[config.mk]
export PLATFORM = sky130hd
export DESIGN_NAME = freq_current_detect_flags
export DESIGN_NICKNAME = d
export VERILOG_FILES = /design/src/inc/flag_detect_pkg.sv /design/src/core/freq_current_detect_flags.sv
export VERILOG_INCLUDE_DIRS = /design/src /design/src/inc
export SDC_FILE = /design/constraint.sdc
export NUM_CORES = 1
export LEC_CHECK = 0
export BUFFER_PORTS_ARGS = -buffer_cell sky130_fd_sc_hd__buf_4
export CORE_UTILIZATION = 55
export DETAILED_ROUTE_END_ITERATION = 8
export PLACE_DENSITY = 0.74
export SLEW_MARGIN = 10
export SYNTH_ARGS = -nofsm -noshare
export SYNTH_HDL_FRONTEND = slang
export SYNTH_SLANG_ARGS = --single-unit
[constraint.sdc]
create_clock -name pclk -period 7.56 [get_ports pclk]
set_input_delay 1.512 -clock pclk [delete_from_list [all_inputs] [get_ports pclk]]
set_output_delay 1.512 -clock pclk [all_outputs]
set_load 0.02 [all_outputs]
[src/inc/flag_detect_defines.svh]
`ifndef FLAG_DETECT_DEFINES_SVH
`define FLAG_DETECT_DEFINES_SVH

// ----------------------------------------------------------------------
// register offsets (byte addresses)
// ----------------------------------------------------------------------
`define OFF_FREQ_BAND   12'h000
`define OFF_FWD_LEVEL   12'h004
`define OFF_REV_LEVEL   12'h008
`define OFF_CUR_LEVEL   12'h00c
`define OFF_CUR_DELAY   12'h010
`define OFF_ZERO_LEVEL  12'h014
`define OFF_ZERO_TIME   12'h018
`define OFF_TERM_ASSIGN 12'h01c
`define OFF_FLAGS       12'h020
`define OFF_IRQ_STATUS  12'h024
`define OFF_IRQ_MASK    12'h028

// ----------------------------------------------------------------------
// reset values (frequency in 0.1 Hz, current in 0.1 %, times in ms)
// ----------------------------------------------------------------------
`define RST_FREQ_BAND   7'h0a
`define RST_FWD_LEVEL   16'h003c
`define RST_REV_LEVEL   16'h270f
`define RST_CUR_LEVEL   12'h5dc
`define RST_CUR_DELAY   14'h0000
`define RST_ZERO_LEVEL  12'h032
`define RST_ZERO_TIME   10'h1f4
`define RST_TERM_ASSIGN 24'h000400
`define REV_SAME_AS_FWD 16'h270f

// ----------------------------------------------------------------------
// flag bit positions in flags, irq status and irq mask
// ----------------------------------------------------------------------
`define BIT_UPTO 0
`define BIT_FDET 1
`define BIT_OC 2
`define BIT_ZC 3
`define BIT_HW 4

// ----------------------------------------------------------------------
// terminal function codes
// ----------------------------------------------------------------------
`define CODE_UPTO   8'h01
`define CODE_UPTO_N 8'h65
`define CODE_FDET   8'h04
`define CODE_FDET_N 8'h68
`define CODE_OC   8'h0c
`define CODE_OC_N 8'h70
`define CODE_ZC   8'h0d
`define CODE_ZC_N 8'h71
`define CODE_HW   8'h5b
`define CODE_HW_N 8'hbf

// ----------------------------------------------------------------------
// timing
// ----------------------------------------------------------------------
`define CLK_PERIOD_NS  4
`define TICK_PERIOD_NS 1000000
`define HOLD_TIME_MS   100

`endif

[src/inc/flag_detect_pkg.sv]
`default_nettype none

package flag_detect_pkg;

  // whole block state, registered as one word
  typedef struct packed {
    logic [6:0] band;
    logic [15:0] fwd_level;
    logic [15:0] rev_level;
    logic [11:0] cur_level;
    logic [13:0] cur_delay;
    logic [11:0] zero_level;
    logic [9:0] zero_time;
    logic [23:0] assign_codes;
    logic [4:0] irq_status;
    logic [4:0] irq_mask;
    logic [31:0] rdata;
    logic slverr;
    logic [17:0] prescale;
    logic [13:0] oc_timer;
    logic [6:0] oc_hold;
    logic [13:0] zc_timer;
    logic [6:0] zc_hold;
    logic upto;
    logic fdet;
    logic oc;
    logic zc;
    logic hw_fault;
    logic [2:0] term;
  } state_s;

  // timer, hold count and flag of one qualified current detector
  typedef struct packed {
    logic flag;
    logic [6:0] hold;
    logic [13:0] timer;
  } detect_s;

endpackage

`default_nettype wire

[src/core/freq_current_detect_flags.sv]
`timescale 1ns/100ps
`default_nettype none
`include "flag_detect_defines.svh"

module freq_current_detect_flags
  import flag_detect_pkg::*;
#(
  parameter int unsigned MS_CYCLES = `TICK_PERIOD_NS / `CLK_PERIOD_NS
) (
  input wire logic pclk,
  input wire logic presetn,
  input wire logic psel,
  input wire logic penable,
  input wire logic pwrite,
  input wire logic [11:0] paddr,
  input wire logic [31:0] pwdata,
  input wire logic [3:0] pstrb,
  output logic [31:0] prdata,
  output logic pready,
  output logic pslverr,
  input wire logic [15:0] out_freq,
  input wire logic [15:0] set_freq,
  input wire logic rev_dir,
  input wire logic dc_brake_active,
  input wire logic drive_running,
  input wire logic autotune_active,
  input wire logic [15:0] out_current,
  input wire logic ground_fault_trip,
  output logic up_to_freq_flag,
  output logic freq_detect_flag,
  output logic overcurrent_detect_flag,
  output logic zero_current_flag,
  output logic hardware_fault_flag,
  output logic [2:0] terminal_out,
  output logic irq
);

  // ----------------------------------------------------------------------
  // constants
  // ----------------------------------------------------------------------
  localparam logic [6:0] HOLD_TICKS = 7'(`HOLD_TIME_MS);
  localparam logic [17:0] TICK_LAST = 18'(MS_CYCLES - 1);

  // ----------------------------------------------------------------------
  // functions
  // ----------------------------------------------------------------------
  // one qualified detector step, evaluated on each ms tick
  function automatic detect_s qualify(input logic cond, input detect_s cur,
                                      input logic [13:0] limit);
    detect_s nxt;
    logic hit;
    nxt = cur;
    hit = 1'b0;
    if (cond) begin
      if (cur.timer >= limit) begin
        hit = 1'b1;
      end else begin
        nxt.timer = cur.timer + 14'h0001;
      end
    end else begin
      nxt.timer = 14'h0000;
    end
    if (hit) begin
      nxt.flag = 1'b1;
      nxt.hold = HOLD_TICKS;
    end else if (cur.hold != 7'h00) begin
      nxt.hold = cur.hold - 7'h01;
    end else begin
      nxt.flag = 1'b0;
    end
    return nxt;
  endfunction

  // terminal level for one function code; unknown codes stay off
  function automatic logic term_drive(input logic [7:0] code, input logic [4:0] fl);
    logic lvl;
    lvl = 1'b0;
    unique case (code)
      `CODE_UPTO: lvl = fl[`BIT_UPTO];
      `CODE_UPTO_N: lvl = ~fl[`BIT_UPTO];
      `CODE_FDET: lvl = fl[`BIT_FDET];
      `CODE_FDET_N: lvl = ~fl[`BIT_FDET];
      `CODE_OC: lvl = fl[`BIT_OC];
      `CODE_OC_N: lvl = ~fl[`BIT_OC];
      `CODE_ZC: lvl = fl[`BIT_ZC];
      `CODE_ZC_N: lvl = ~fl[`BIT_ZC];
      `CODE_HW: lvl = fl[`BIT_HW];
      `CODE_HW_N: lvl = ~fl[`BIT_HW];
      default: lvl = 1'b0;
    endcase
    return lvl;
  endfunction

  // byte-lane merge for a register write
  function automatic logic [31:0] merge(input logic [31:0] old, input logic [31:0] wd,
                                        input logic [3:0] strb);
    logic [31:0] res;
    res = old;
    for (int i = 0; i < 4; i++) begin
      if (strb[i]) begin
        res[i*8 +: 8] = wd[i*8 +: 8];
      end
    end
    return res;
  endfunction

  // ----------------------------------------------------------------------
  // state
  // ----------------------------------------------------------------------
  state_s s;
  state_s next_s;

  // comparison helpers
  logic ms_tick;
  logic [15:0] fdiff;
  logic [22:0] diff_scaled;
  logic [22:0] band_scaled;
  logic [15:0] level_sel;
  logic current_active;
  logic oc_cond;
  logic zc_cond;
  logic [4:0] flags_now;
  logic [4:0] flags_next;
  logic [31:0] wr_word;
  logic wr_en;
  logic rd_setup;
  detect_s oc_step;
  detect_s zc_step;

  // ----------------------------------------------------------------------
  // next state
  // ----------------------------------------------------------------------
  always_comb begin
    next_s = s;
    ms_tick = (s.prescale == TICK_LAST);
    next_s.prescale = ms_tick ? 18'h00000 : s.prescale + 18'h00001;

    // out_freq is the pre slip compensation value from the speed loop
    fdiff = (out_freq >= set_freq) ? out_freq - set_freq : set_freq - out_freq;
    diff_scaled = 23'(fdiff) * 23'h000064;
    band_scaled = 23'(set_freq) * 23'(s.band);
    // reverse level of 9999 falls back to the forward level
    level_sel = (rev_dir && s.rev_level != `REV_SAME_AS_FWD) ? s.rev_level
                                                             : s.fwd_level;
    next_s.upto = !dc_brake_active && (diff_scaled <= band_scaled);
    next_s.fdet = !dc_brake_active && (out_freq >= level_sel);

    // auto tuning counts as operation for current detection
    current_active = drive_running || autotune_active;
    oc_cond = current_active && (out_current > 16'(s.cur_level));
    zc_cond = current_active && (s.zero_level != 12'h000) &&
              (out_current < 16'(s.zero_level));

    // sampled once per ms: well inside the 0.1 s response, immune to pwm ripple
    oc_step = qualify(oc_cond, '{flag: s.oc, hold: s.oc_hold, timer: s.oc_timer},
                      s.cur_delay);
    zc_step = qualify(zc_cond, '{flag: s.zc, hold: s.zc_hold, timer: s.zc_timer},
                      {4'h0, s.zero_time});
    if (ms_tick) begin
      next_s.oc = oc_step.flag;
      next_s.oc_hold = oc_step.hold;
      next_s.oc_timer = oc_step.timer;
      next_s.zc = zc_step.flag;
      next_s.zc_hold = zc_step.hold;
      next_s.zc_timer = zc_step.timer;
    end
    // a zero level switches the detector off at once, hold included
    if (s.zero_level == 12'h000) begin
      next_s.zc = 1'b0;
      next_s.zc_hold = 7'h00;
      next_s.zc_timer = 14'h0000;
    end

    // ground fault latches until drive reset, whatever trip code is shown
    next_s.hw_fault = s.hw_fault || ground_fault_trip;

    flags_now = {s.hw_fault, s.zc, s.oc, s.fdet, s.upto};
    flags_next = {next_s.hw_fault, next_s.zc, next_s.oc, next_s.fdet, next_s.upto};
    for (int t = 0; t < 3; t++) begin
      next_s.term[t] = term_drive(s.assign_codes[t*8 +: 8], flags_now);
    end

    // apb: read data captured in setup so the access phase needs no wait
    rd_setup = psel && !penable;
    wr_en = psel && penable && pwrite;
    if (rd_setup) begin
      next_s.rdata = 32'h00000000;
      next_s.slverr = 1'b0;
      unique case (paddr)
        `OFF_FREQ_BAND: next_s.rdata = {25'h0000000, s.band};
        `OFF_FWD_LEVEL: next_s.rdata = {16'h0000, s.fwd_level};
        `OFF_REV_LEVEL: next_s.rdata = {16'h0000, s.rev_level};
        `OFF_CUR_LEVEL: next_s.rdata = {20'h00000, s.cur_level};
        `OFF_CUR_DELAY: next_s.rdata = {18'h00000, s.cur_delay};
        `OFF_ZERO_LEVEL: next_s.rdata = {20'h00000, s.zero_level};
        `OFF_ZERO_TIME: next_s.rdata = {22'h000000, s.zero_time};
        `OFF_TERM_ASSIGN: next_s.rdata = {8'h00, s.assign_codes};
        `OFF_FLAGS: next_s.rdata = {27'h0000000, flags_now};
        `OFF_IRQ_STATUS: next_s.rdata = {27'h0000000, s.irq_status};
        `OFF_IRQ_MASK: next_s.rdata = {27'h0000000, s.irq_mask};
        default: next_s.slverr = 1'b1;
      endcase
    end

    // register writes take effect at the access edge
    wr_word = 32'h00000000;
    if (wr_en) begin
      unique case (paddr)
        `OFF_FREQ_BAND: begin
          wr_word = merge({25'h0000000, s.band}, pwdata, pstrb);
          next_s.band = wr_word[6:0];
        end
        `OFF_FWD_LEVEL: begin
          wr_word = merge({16'h0000, s.fwd_level}, pwdata, pstrb);
          next_s.fwd_level = wr_word[15:0];
        end
        `OFF_REV_LEVEL: begin
          wr_word = merge({16'h0000, s.rev_level}, pwdata, pstrb);
          next_s.rev_level = wr_word[15:0];
        end
        `OFF_CUR_LEVEL: begin
          wr_word = merge({20'h00000, s.cur_level}, pwdata, pstrb);
          next_s.cur_level = wr_word[11:0];
        end
        `OFF_CUR_DELAY: begin
          wr_word = merge({18'h00000, s.cur_delay}, pwdata, pstrb);
          next_s.cur_delay = wr_word[13:0];
        end
        `OFF_ZERO_LEVEL: begin
          wr_word = merge({20'h00000, s.zero_level}, pwdata, pstrb);
          next_s.zero_level = wr_word[11:0];
        end
        `OFF_ZERO_TIME: begin
          wr_word = merge({22'h000000, s.zero_time}, pwdata, pstrb);
          next_s.zero_time = wr_word[9:0];
        end
        `OFF_TERM_ASSIGN: begin
          wr_word = merge({8'h00, s.assign_codes}, pwdata, pstrb);
          next_s.assign_codes = wr_word[23:0];
        end
        `OFF_IRQ_STATUS: begin
          wr_word = merge(32'h00000000, pwdata, pstrb);
          next_s.irq_status = s.irq_status & ~wr_word[4:0];
        end
        `OFF_IRQ_MASK: begin
          wr_word = merge({27'h0000000, s.irq_mask}, pwdata, pstrb);
          next_s.irq_mask = wr_word[4:0];
        end
        default: wr_word = 32'h00000000;
      endcase
    end
    // rising flags set sticky bits; applied after the clear so set wins
    next_s.irq_status = next_s.irq_status | (flags_next & ~flags_now);
  end

  // ----------------------------------------------------------------------
  // state register
  // ----------------------------------------------------------------------
  always_ff @(posedge pclk or negedge presetn) begin
    if (!presetn) begin
      s <= '0;
      s.band <= `RST_FREQ_BAND;
      s.fwd_level <= `RST_FWD_LEVEL;
      s.rev_level <= `RST_REV_LEVEL;
      s.cur_level <= `RST_CUR_LEVEL;
      s.cur_delay <= `RST_CUR_DELAY;
      s.zero_level <= `RST_ZERO_LEVEL;
      s.zero_time <= `RST_ZERO_TIME;
      s.assign_codes <= `RST_TERM_ASSIGN;
    end else begin
      s <= next_s;
    end
  end

  // ----------------------------------------------------------------------
  // outputs
  // ----------------------------------------------------------------------
  assign prdata = s.rdata;
  assign pslverr = s.slverr && psel && penable;
  assign pready = 1'b1; // zero wait states
  assign up_to_freq_flag = s.upto;
  assign freq_detect_flag = s.fdet;
  assign overcurrent_detect_flag = s.oc;
  assign zero_current_flag = s.zc;
  assign hardware_fault_flag = s.hw_fault;
  assign terminal_out = s.term;
  assign irq = |(s.irq_status & s.irq_mask);
endmodule // freq_current_detect_flags

`default_nettype wire

==> insert_results.sql, run 1 <==
INSERT INTO impl_metrics (metric_group, metric, value, unit) VALUES
('min_path', 'worst_hold_path.endpoint', 'prdata[14]', ''),
('critical_path', 'critical-path-max-stage-delay', '530', 'ps'),
('power', 'seqPwrFrac', '0.225', ''),
('critical_path', 'required', '7940', 'ps'),
('route', 'drt_pass_1_iters', '8', ''),
('placement', 'port_buffers', '130', ''),
('power', 'power.share.switching', '0.381', ''),
('power', 'power.net_switching', '2.01', 'mW'),
('power', 'int_pwr', '3.27', 'mW'),
('critical_path', 'timing.critical_path.mode_cell', 'sky130_fd_sc_hd__ha_1', ''),
('sta', 'layout_setup_ws', '228', 'ps'),
('route', 'dr.first_iter.drc_count', '1242', ''),
('global_routing', 'grt_pass1_vias', '16050', ''),
('route', 'drt_drc_violations_left', '0', ''),
('power', 'vdd_ir_drop_max', '0.000330', 'V'),
('layout', 'multi_input_comb_area', '12500', 'um2'),
('critical_path', 'worstReg2RegStart', 's[220]', ''),
('clock_network', 'cts.reportedPaths.clkPinSlew', '60', 'ps'),
('critical_path', 'critical_path_buf_inv_count', '7', ''),
('sta', 'timing_worst_slew_pin_value', '1320', 'ps'),
('critical_path', 'r2r.worst_path.cells', '24', ''),
('clock_network', 'cts_buffer_depth', '3', ''),
('clock_network', 'clk_root_buffer_cell', 'sky130_fd_sc_hd__clkbuf_16', ''),
('min_path', 'timing.hold.worst_path_depth', '2', ''),
('critical_path', 'timing.rr.end', 's[106]', ''),
('sta', 'slew_violations', '0', ''),
('clock_network', 'cts-buffers-inserted', '22', ''),
('placement', 'routability_driven_placement_congestion_ratio', '0.946', ''),
('logic_synthesis', 'synth.avg_cell_area', '9.42', 'um2'),
('sta', 'final-setup-viol-count', '0', ''),
('sta', 'final_hold_viol_count', '0', ''),
('logic_synthesis', 'yosysSeqAreaShare', '0.282', ''),
('route', 'totalWireLength', '51.2', 'mm'),
('global_routing', 'gr-usage-met1', '0.372', ''),
('placement', 'dp.final_hpwl', '40.1', 'mm'),
('logic_synthesis', 'synth_cells', '2033', ''),
('floorplan', 'standard_cell_row_count', '67', ''),
('layout', 'area_delta_synth_final', '14.3', '%'),
('layout', 'final_net_count', '2609', ''),
('layout', 'postLayoutCellArea', '21900', 'um2'),
('sta', 'maxSlewHeadroom', '0.116', ''),
('power', 'p_comb_frac', '0.572', ''),
('global_routing', 'grt_util_met2', '0.501', ''),
('sta', 'min_period_over_period', '0.970', ''),
('global_routing', 'grt-busiest-layer', 'met2', ''),
('clock_network', 'clk-insertion-delay-late', '520', 'ps'),
('global_routing', 'grtUsageMet3', '0.0330', ''),
('critical_path', 'timing.critical_path.slowest_stage_cell', 'sky130_fd_sc_hd__fa_1', ''),
('critical_path', 'cp_top_family', 'adder cells', ''),
('flow_run', 'cap_violations', '0', ''),
('power', 'p_leak', '10.6', 'nW'),
('power', 'p_per_area', '241', 'nW/um2'),
('logic_synthesis', 'number_of_enable_type_register_cells_in_the_synthesized_netlist', '0', ''),
('clock_network', 'cts_tree', 'built', ''),
('layout', 'mostFrequentLayoutCells', 'sky130_fd_sc_hd__buf_4, sky130_fd_sc_hd__inv_1, sky130_fd_sc_hd__ha_1', ''),
('clock_network', 'htreeDepth', '1', ''),
('critical_path', 'cp_data_arrival_time', '7710', 'ps'),
('route', 'antenna_violating_nets_post_route', '0', ''),
('critical_path', 'kind_of_critical_path', 'in -> reg', ''),
('outcome', 'status', 'complete, no violations', ''),
('floorplan', 'die_y', '189', 'um'),
('floorplan', 'floorplan.initialDensity', '0.565', ''),
('global_routing', 'grt_overflow', '0', ''),
('floorplan', 'core_area', '33900', 'um2'),
('global_routing', 'grt_start_max_net_pins', '76', ''),
('critical_path', 'cp-end-kind', 'register', ''),
('layout', 'fillers', '2775', ''),
('layout', 'register_area', '5390', 'um2'),
('sta', 'finalWorstPathRequiredPeriod', '7330', 'ps'),
('layout', 'drive_gt1_frac', '0.215', ''),
('logic_synthesis', 'synth.ff_latch_count', '214', '');
==> cells by family (layout without fill, tap and decap cells) <==
group                    count (synthesis)  in the layout  synth area share
AO/OA/AOI/OAI                          417            417             0.152
XOR/XNOR                                89             89            0.0407
adder cells (fa/ha/maj)                296            296             0.226
buffers and inverters                  330            511            0.0760
flip-flops                             214            214             0.282
multiplexers                           114            114            0.0667
other                                    2              9          0.000392
AND/OR/NAND/NOR                        571            571             0.157
==> state kept, by name (all words and copies together), names as in the netlist <==
signal	cells
s	182
prdata	24
terminal_out	3
freq_detect_flag	1
hardware_fault_flag	1
overcurrent_detect_flag	1
up_to_freq_flag	1
zero_current_flag	1
==> cells in the mapped netlist (11+ instances only) <==
cell type / number / share of area
sky130_fd_sc_hd__a21oi_1: 87 / 0.023
sky130_fd_sc_hd__buf_4: 43 / 0.017
sky130_fd_sc_hd__xnor2_1: 55 / 0.025
sky130_fd_sc_hd__nand2b_1: 15 / 0.0049
sky130_fd_sc_hd__and3_1: 12 / 0.0039
sky130_fd_sc_hd__and2_1: 51 / 0.017
sky130_fd_sc_hd__nand3_1: 38 / 0.0099
sky130_fd_sc_hd__nor2b_1: 15 / 0.0049
sky130_fd_sc_hd__clkbuf_1: 40 / 0.0078
sky130_fd_sc_hd__inv_1: 226 / 0.044
sky130_fd_sc_hd__o21ai_0: 101 / 0.026
sky130_fd_sc_hd__ha_1: 214 / 0.14
sky130_fd_sc_hd__fa_1: 82 / 0.086
sky130_fd_sc_hd__nand4_1: 25 / 0.0082
sky130_fd_sc_hd__o31ai_1: 13 / 0.0051
sky130_fd_sc_hd__a22o_1: 15 / 0.0069
sky130_fd_sc_hd__a31oi_1: 15 / 0.0049
sky130_fd_sc_hd__nor4_1: 18 / 0.0059
sky130_fd_sc_hd__a21o_1: 44 / 0.017
sky130_fd_sc_hd__o21a_1: 19 / 0.0074
sky130_fd_sc_hd__nor3_1: 24 / 0.0063
sky130_fd_sc_hd__nand2_1: 204 / 0.040
sky130_fd_sc_hd__a222oi_1: 19 / 0.0099
sky130_fd_sc_hd__mux2_2: 86 / 0.051
sky130_fd_sc_hd__xor2_1: 34 / 0.016
sky130_fd_sc_hd__a22oi_1: 11 / 0.0043
sky130_fd_sc_hd__nor2_1: 88 / 0.017
sky130_fd_sc_hd__buf_2: 13 / 0.0034
sky130_fd_sc_hd__mux2i_1: 24 / 0.013
sky130_fd_sc_hd__dfstp_2: 31 / 0.043
sky130_fd_sc_hd__a221oi_1: 11 / 0.0050
sky130_fd_sc_hd__dfrtp_1: 183 / 0.24
==> worst max-delay path by stage <==
stage	cells after the start	to	slack [ps]	startpoint
finish	33	s[106]	230	out_freq[0]
detailed placement	34	s[106]	-510	out_freq[0]
global placement	34	s[106]	-420	out_freq[0]
floorplan	35	s[106]	10	out_freq[0]
CTS	34	s[106]	70	out_freq[0]
global route	33	s[106]	-50	out_freq[0]
==> tightest hold or removal path, cell delays in order, from the launching register on <==
cell and delay, ps:
sky130_fd_sc_hd__dfrtp_1 350, sky130_fd_sc_hd__nand2_1 50, sky130_fd_sc_hd__o21ai_0 60
==> routing by layer <==
metal	part of all wire	wire (um)
met1	0.41	20900
met2	0.49	25100
met3	0.059	3000
met4	0.042	2130
met5	0	0
==> through the flow <==
stage	hold slack, ps	setup TNS, ps	util	std cells	total power, mW
floorplan	451	0	-	2040	3.09
global placement	466	-713	0.618	2621	3.83
detailed placement	477	-890	0.618	2621	3.92
CTS	491	0	0.639	2659	5.00
global route	512	-50.7	0.646	2669	5.73
finish	488	0	0.646	2669	5.28
==> area by class of cell <==
| type | instances | share of cell area |
|---|---|---|
| timing repair buffer | 247 | 0.0856 |
| tap | 448 | 0.0256 |
| sequential | 214 | 0.247 |
| inverter | 226 | 0.0389 |
| multi-input combinational | 1496 | 0.571 |
| clock inverter | 8 | 0.00492 |
| clock buffer | 30 | 0.0270 |
==> power by group through the flow <==
stage | registers, mW | clock network [mW] | logic, mW
final | 1.19 | 1.07 | 3.02
after global routing | 1.19 | 1.13 | 3.41
after CTS | 1.19 | 1.08 | 2.73
after detailed placement | 1.21 | 0 | 2.71
after global placement | 1.21 | 0 | 2.62
after floorplan | 1.20 | 0 | 1.89
==> repair_timing <==
action | CTS | global route
pin swaps | 0 | 40
resized for setup | 1 | 38
buffers inserted | 0 | 10
setup endpoints to repair | 1 | 2
No activity file was read; power rests on OpenSTA's default activity.
==> run 2: changes to the inputs <==
--- a/config.mk
+++ b/config.mk
@@ -7,9 +7,12 @@
 export NUM_CORES = 1
 export LEC_CHECK = 0
 export BUFFER_PORTS_ARGS = -buffer_cell sky130_fd_sc_hd__buf_4
+export CAP_MARGIN = 20
+export CORE_ASPECT_RATIO = 1.5
 export CORE_UTILIZATION = 55
 export DETAILED_ROUTE_END_ITERATION = 8
 export PLACE_DENSITY = 0.74
+export RECOVER_POWER = 50
 export SLEW_MARGIN = 10
 export SYNTH_ARGS = -nofsm -noshare
 export SYNTH_HDL_FRONTEND = slang
==> run 2 against run 1 <==
Net effect:
- the flow now finishes with violations (capacitance limit, slew limit)
- routed wire length increased by 6.6%
- die area about the same
- worst hold slack improved by 3.4 ps
- clock power about the same
- power increased by 9.8%
- critical endpoint unchanged
- cell area increased by 2.0%
- final cell count increased by 1.0%
- combinational power increased by 18%
- largest power group unchanged
- sequential power about the same
- worst setup slack got worse by 140 ps
==> insert_results.sql, run 2 (synthesis results as in run 1) <==
INSERT INTO impl_metrics (metric_group, metric, value, unit) VALUES
('critical_path', 'kind_of_critical_path', 'in -> reg', ''),
('layout', 'area_delta_synth_final', '16.6', '%'),
('sta', 'setup_total_neg_slack', '0', 'ps'),
('placement', 'dp.final_hpwl', '43.3', 'mm'),
('floorplan', 'die_area', '35600', 'um2'),
('global_routing', 'grt_pass1_vias', '16979', ''),
('sta', 'final.setup_skew', '22.3', 'ps'),
('global_routing', 'number_of_antenna_violations_at_the_first_check_in_global_routing', '0', ''),
('route', 'wl_per_cell', '20.2', 'um'),
('min_path', 'worst_hold_path_type', 'reg -> reg', ''),
('layout', 'drive_gt1_frac', '0.235', ''),
('layout', 'fillers', '2762', ''),
('clock_network', 'cts-buffers-inserted', '20', ''),
('layout', 'mostFrequentLayoutCells', 'sky130_fd_sc_hd__buf_4, sky130_fd_sc_hd__inv_1, sky130_fd_sc_hd__nand2_1, sky130_fd_sc_hd__ha_1, sky130_fd_sc_hd__dfrtp_1', ''),
('global_routing', 'global_route_wire_length_before_repair', '86.5', 'mm'),
('sta', 'final.hold.worst_slack', '491', 'ps'),
('floorplan', 'core_area', '34300', 'um2'),
('route', 'detail_route.vias_per_cell', '6.04', ''),
('sta', 'slew_violations', '219', ''),
('critical_path', 'critical_path_buf_inv_count', '10', ''),
('power', 'vdd_ir_drop_max', '0.000446', 'V'),
('placement', 'port_buffers', '130', ''),
('floorplan', 'die_y', '231', 'um'),
('route', 'totalWireLength', '54.5', 'mm'),
('critical_path', 'cp-end-kind', 'register', ''),
('global_routing', 'grt_use_total', '0.309', ''),
('placement', 'place.detailed.instances', '2649', ''),
('critical_path', 'worstSetupEndpoint', 's[106]', ''),
('layout', 'final_net_count', '2660', ''),
('critical_path', 'crit_cells', '35', ''),
('layout', 'postLayoutCellArea', '22300', 'um2'),
('clock_network', 'clk-insertion-delay-late', '520', 'ps'),
('sta', 'min_period_over_period', '0.988', ''),
('floorplan', 'standard_cell_row_count', '83', ''),
('clock_network', 'clk_root_buffer_cell', 'sky130_fd_sc_hd__clkbuf_16', ''),
('sta', 'final_hold_viol_count', '0', ''),
('placement', 'routability_driven_placement_congestion_ratio', '0.944', ''),
('critical_path', 'required', '7970', 'ps'),
('critical_path', 'cp_top_family', 'adder cells', ''),
('floorplan', 'floorplan.initialDensity', '0.559', ''),
('outcome', 'status', 'finished, violations left', ''),
('route', 'antenna_violating_nets_post_route', '0', ''),
('layout', 'largest-register', 's', ''),
('floorplan', 'die-width', '154', 'um'),
('sta', 'achievable-frequency', '134', 'MHz'),
('sta', 'timing_worst_slew_pin_value', '4390', 'ps'),
('critical_path', 'r2r.worst_path.cells', '25', ''),
('critical_path', 'worstReg2RegStart', 's[220]', ''),
('critical_path', 'timing.critical_path.slowest_stage_cell', 'sky130_fd_sc_hd__fa_1', ''),
('clock_network', 'cts.reportedPaths.clkPinSlew', '70', 'ps'),
('route', 'drt_pass_1_iters', '6', ''),
('sta', 'finalWorstPathRequiredPeriod', '7470', 'ps'),
('critical_path', 'cp_max_fo', '11', ''),
('power', 'p_per_area', '260', 'nW/um2'),
('global_routing', 'grt_overflow', '0', ''),
('sta', 'final-setup-viol-count', '0', ''),
('critical_path', 'timing.rr.end', 's[106]', ''),
('floorplan', 'ios', '149', ''),
('critical_path', 'timing.critical_path.mode_cell', 'sky130_fd_sc_hd__ha_1', ''),
('critical_path', 'worst_setup_path_start_kind', 'primary input', ''),
('global_routing', 'grt_start_max_net_pins', '82', ''),
('critical_path', 'r2r_setup_slack', '990', 'ps'),
('placement', 'postPlaceCellArea', '21300', 'um2'),
('layout', 'largest_reg_flops', '182', ''),
('power', 'p_leak', '10.8', 'nW'),
('route', 'drt_drc_violations_left', '0', ''),
('critical_path', 'setup.worst_path.start', 'out_freq[0]', ''),
('clock_network', 'cts_tree', 'built', ''),
('sta', 'maxSlewHeadroom', '-1.92', ''),
('layout', 'final-instance-count-excl-fill', '2697', ''),
('critical_path', 'cp_data_arrival_time', '7880', 'ps'),
('outcome', 'failing_checks', 'capacitance limit, slew limit', ''),
('clock_network', 'htreeDepth', '1', ''),
('sta', 'rsz0062_at_grt', 'true', ''),
('layout', 'layout_commonest_cell', 'sky130_fd_sc_hd__buf_4', ''),
('layout', 'antenna-diode-count', '0', ''),
('route', 'dr.first_iter.drc_count', '1180', ''),
('critical_path', 'critical-path-max-stage-delay', '530', 'ps'),
('route', 'count_of_vias_placed_by_the_detailed_router', '16292', ''),
('clock_network', 'cts_buffer_depth', '3', ''),
('clock_network', 'clock_sinks', '214', ''),
('flow_run', 'cap_violations', '3', '');
-- run 2: changes by cell type in the layout (fill, tap and decap cells not counted), moves of 3 or more --
cell,before,now
sky130_fd_sc_hd__ha_1,212,204
sky130_fd_sc_hd__xnor2_1,52,49
sky130_fd_sc_hd__xnor2_2,3,6
sky130_fd_sc_hd__clkbuf_1,7,21
sky130_fd_sc_hd__ha_4,2,8
sky130_fd_sc_hd__buf_4,243,273
-- run 2: per-layer routing --
layer / global-route usage / share of wire / vias up
li1: - / - / 7540
met2: 0.583 / 0.53 / 610
met5: 0 / 0 / -
met4: 0.185 / 0.065 / 0
met1: 0.334 / 0.36 / 7958
met3: 0.0240 / 0.047 / 184
-- run 2: power by group --
| group | total, mW | switching [mW] | internal (mW) |
|---|---|---|---|
| Sequential | 1.19 | 0.0265 | 1.16 |
| Combinational | 3.56 | 1.81 | 1.75 |
| Clock | 1.05 | 0.451 | 0.601 |
| Total | 5.80 | 2.28 | 3.52 |
-- run 2: worst min-delay path by stage --
| stage | slack [ps] | cells after the start | start | end |
|---|---|---|---|---|
| after global placement | 470 | 1 | s[68] | s[68] |
| final | 490 | 2 | prdata[15] | prdata[15] |
| after detailed placement | 480 | 1 | s[26] | s[26] |
| after floorplan | 450 | 1 | prdata[6] | prdata[6] |
| after CTS | 490 | 1 | s[27] | s[27] |
| after global routing | 510 | 1 | s[27] | s[27] |
-- run 2: cell type report --
| cell class | count | area, um2 | area share |
|---|---|---|---|
| repair buffers | 300 | 2220 | 0.0995 |
| well taps | 425 | 532 | 0.0238 |
| multi-input cells | 1496 | 12600 | 0.567 |
| clock inverters | 8 | 108 | 0.00482 |
| flip-flops and latches | 214 | 5390 | 0.242 |
| inverters | 226 | 851 | 0.0381 |
| clock buffers | 28 | 571 | 0.0256 |
-- run 2: repair_timing --
| item | CTS | global route |
|---|---|---|
| pin swaps | 7 | 43 |
| hold endpoints to repair | 0 | 0 |
| endpoints found under the setup margin | 2 | 2 |
| gates resized for setup | 6 | 66 |
| cloned | 0 | 0 |
| setup buffers | 2 | 12 |
| hold buffers | 0 | 0 |
-- run 2: per-stage QoR --
step | utilization | power [mW] | setup WS [ps]
6_report | 0.651 | 5.80 | 91.7
5_1_grt | 0.651 | 6.20 | -182
4_1_cts | 0.642 | 5.30 | 5.57
3_5_place_dp | 0.621 | 4.21 | -663
3_3_place_gp | 0.621 | 4.10 | -573
2_1_floorplan | - | 3.09 | 10.6
-- run 2: worst register-to-register path: stages (launching register included) --
cell	delay [ps]
sky130_fd_sc_hd__dfrtp_1	800
sky130_fd_sc_hd__nand2_1	160
sky130_fd_sc_hd__fa_1	520
sky130_fd_sc_hd__fa_1	510
sky130_fd_sc_hd__fa_1	540
sky130_fd_sc_hd__inv_1	50
sky130_fd_sc_hd__fa_1	470
sky130_fd_sc_hd__ha_1	320
sky130_fd_sc_hd__o21a_1	190
sky130_fd_sc_hd__o21ai_0	220
sky130_fd_sc_hd__buf_4	150
sky130_fd_sc_hd__a21oi_1	60
sky130_fd_sc_hd__o2111a_1	160
sky130_fd_sc_hd__o21a_1	210
sky130_fd_sc_hd__nor2_1	120
sky130_fd_sc_hd__buf_4	140
sky130_fd_sc_hd__o21bai_1	70
sky130_fd_sc_hd__xnor2_1	290
sky130_fd_sc_hd__ha_1	320
sky130_fd_sc_hd__a21o_1	170
sky130_fd_sc_hd__a21o_1	180
sky130_fd_sc_hd__a21oi_2	130
sky130_fd_sc_hd__o21ai_1	140
sky130_fd_sc_hd__o21bai_4	220
sky130_fd_sc_hd__a21oi_4	200
sky130_fd_sc_hd__a22o_1	170
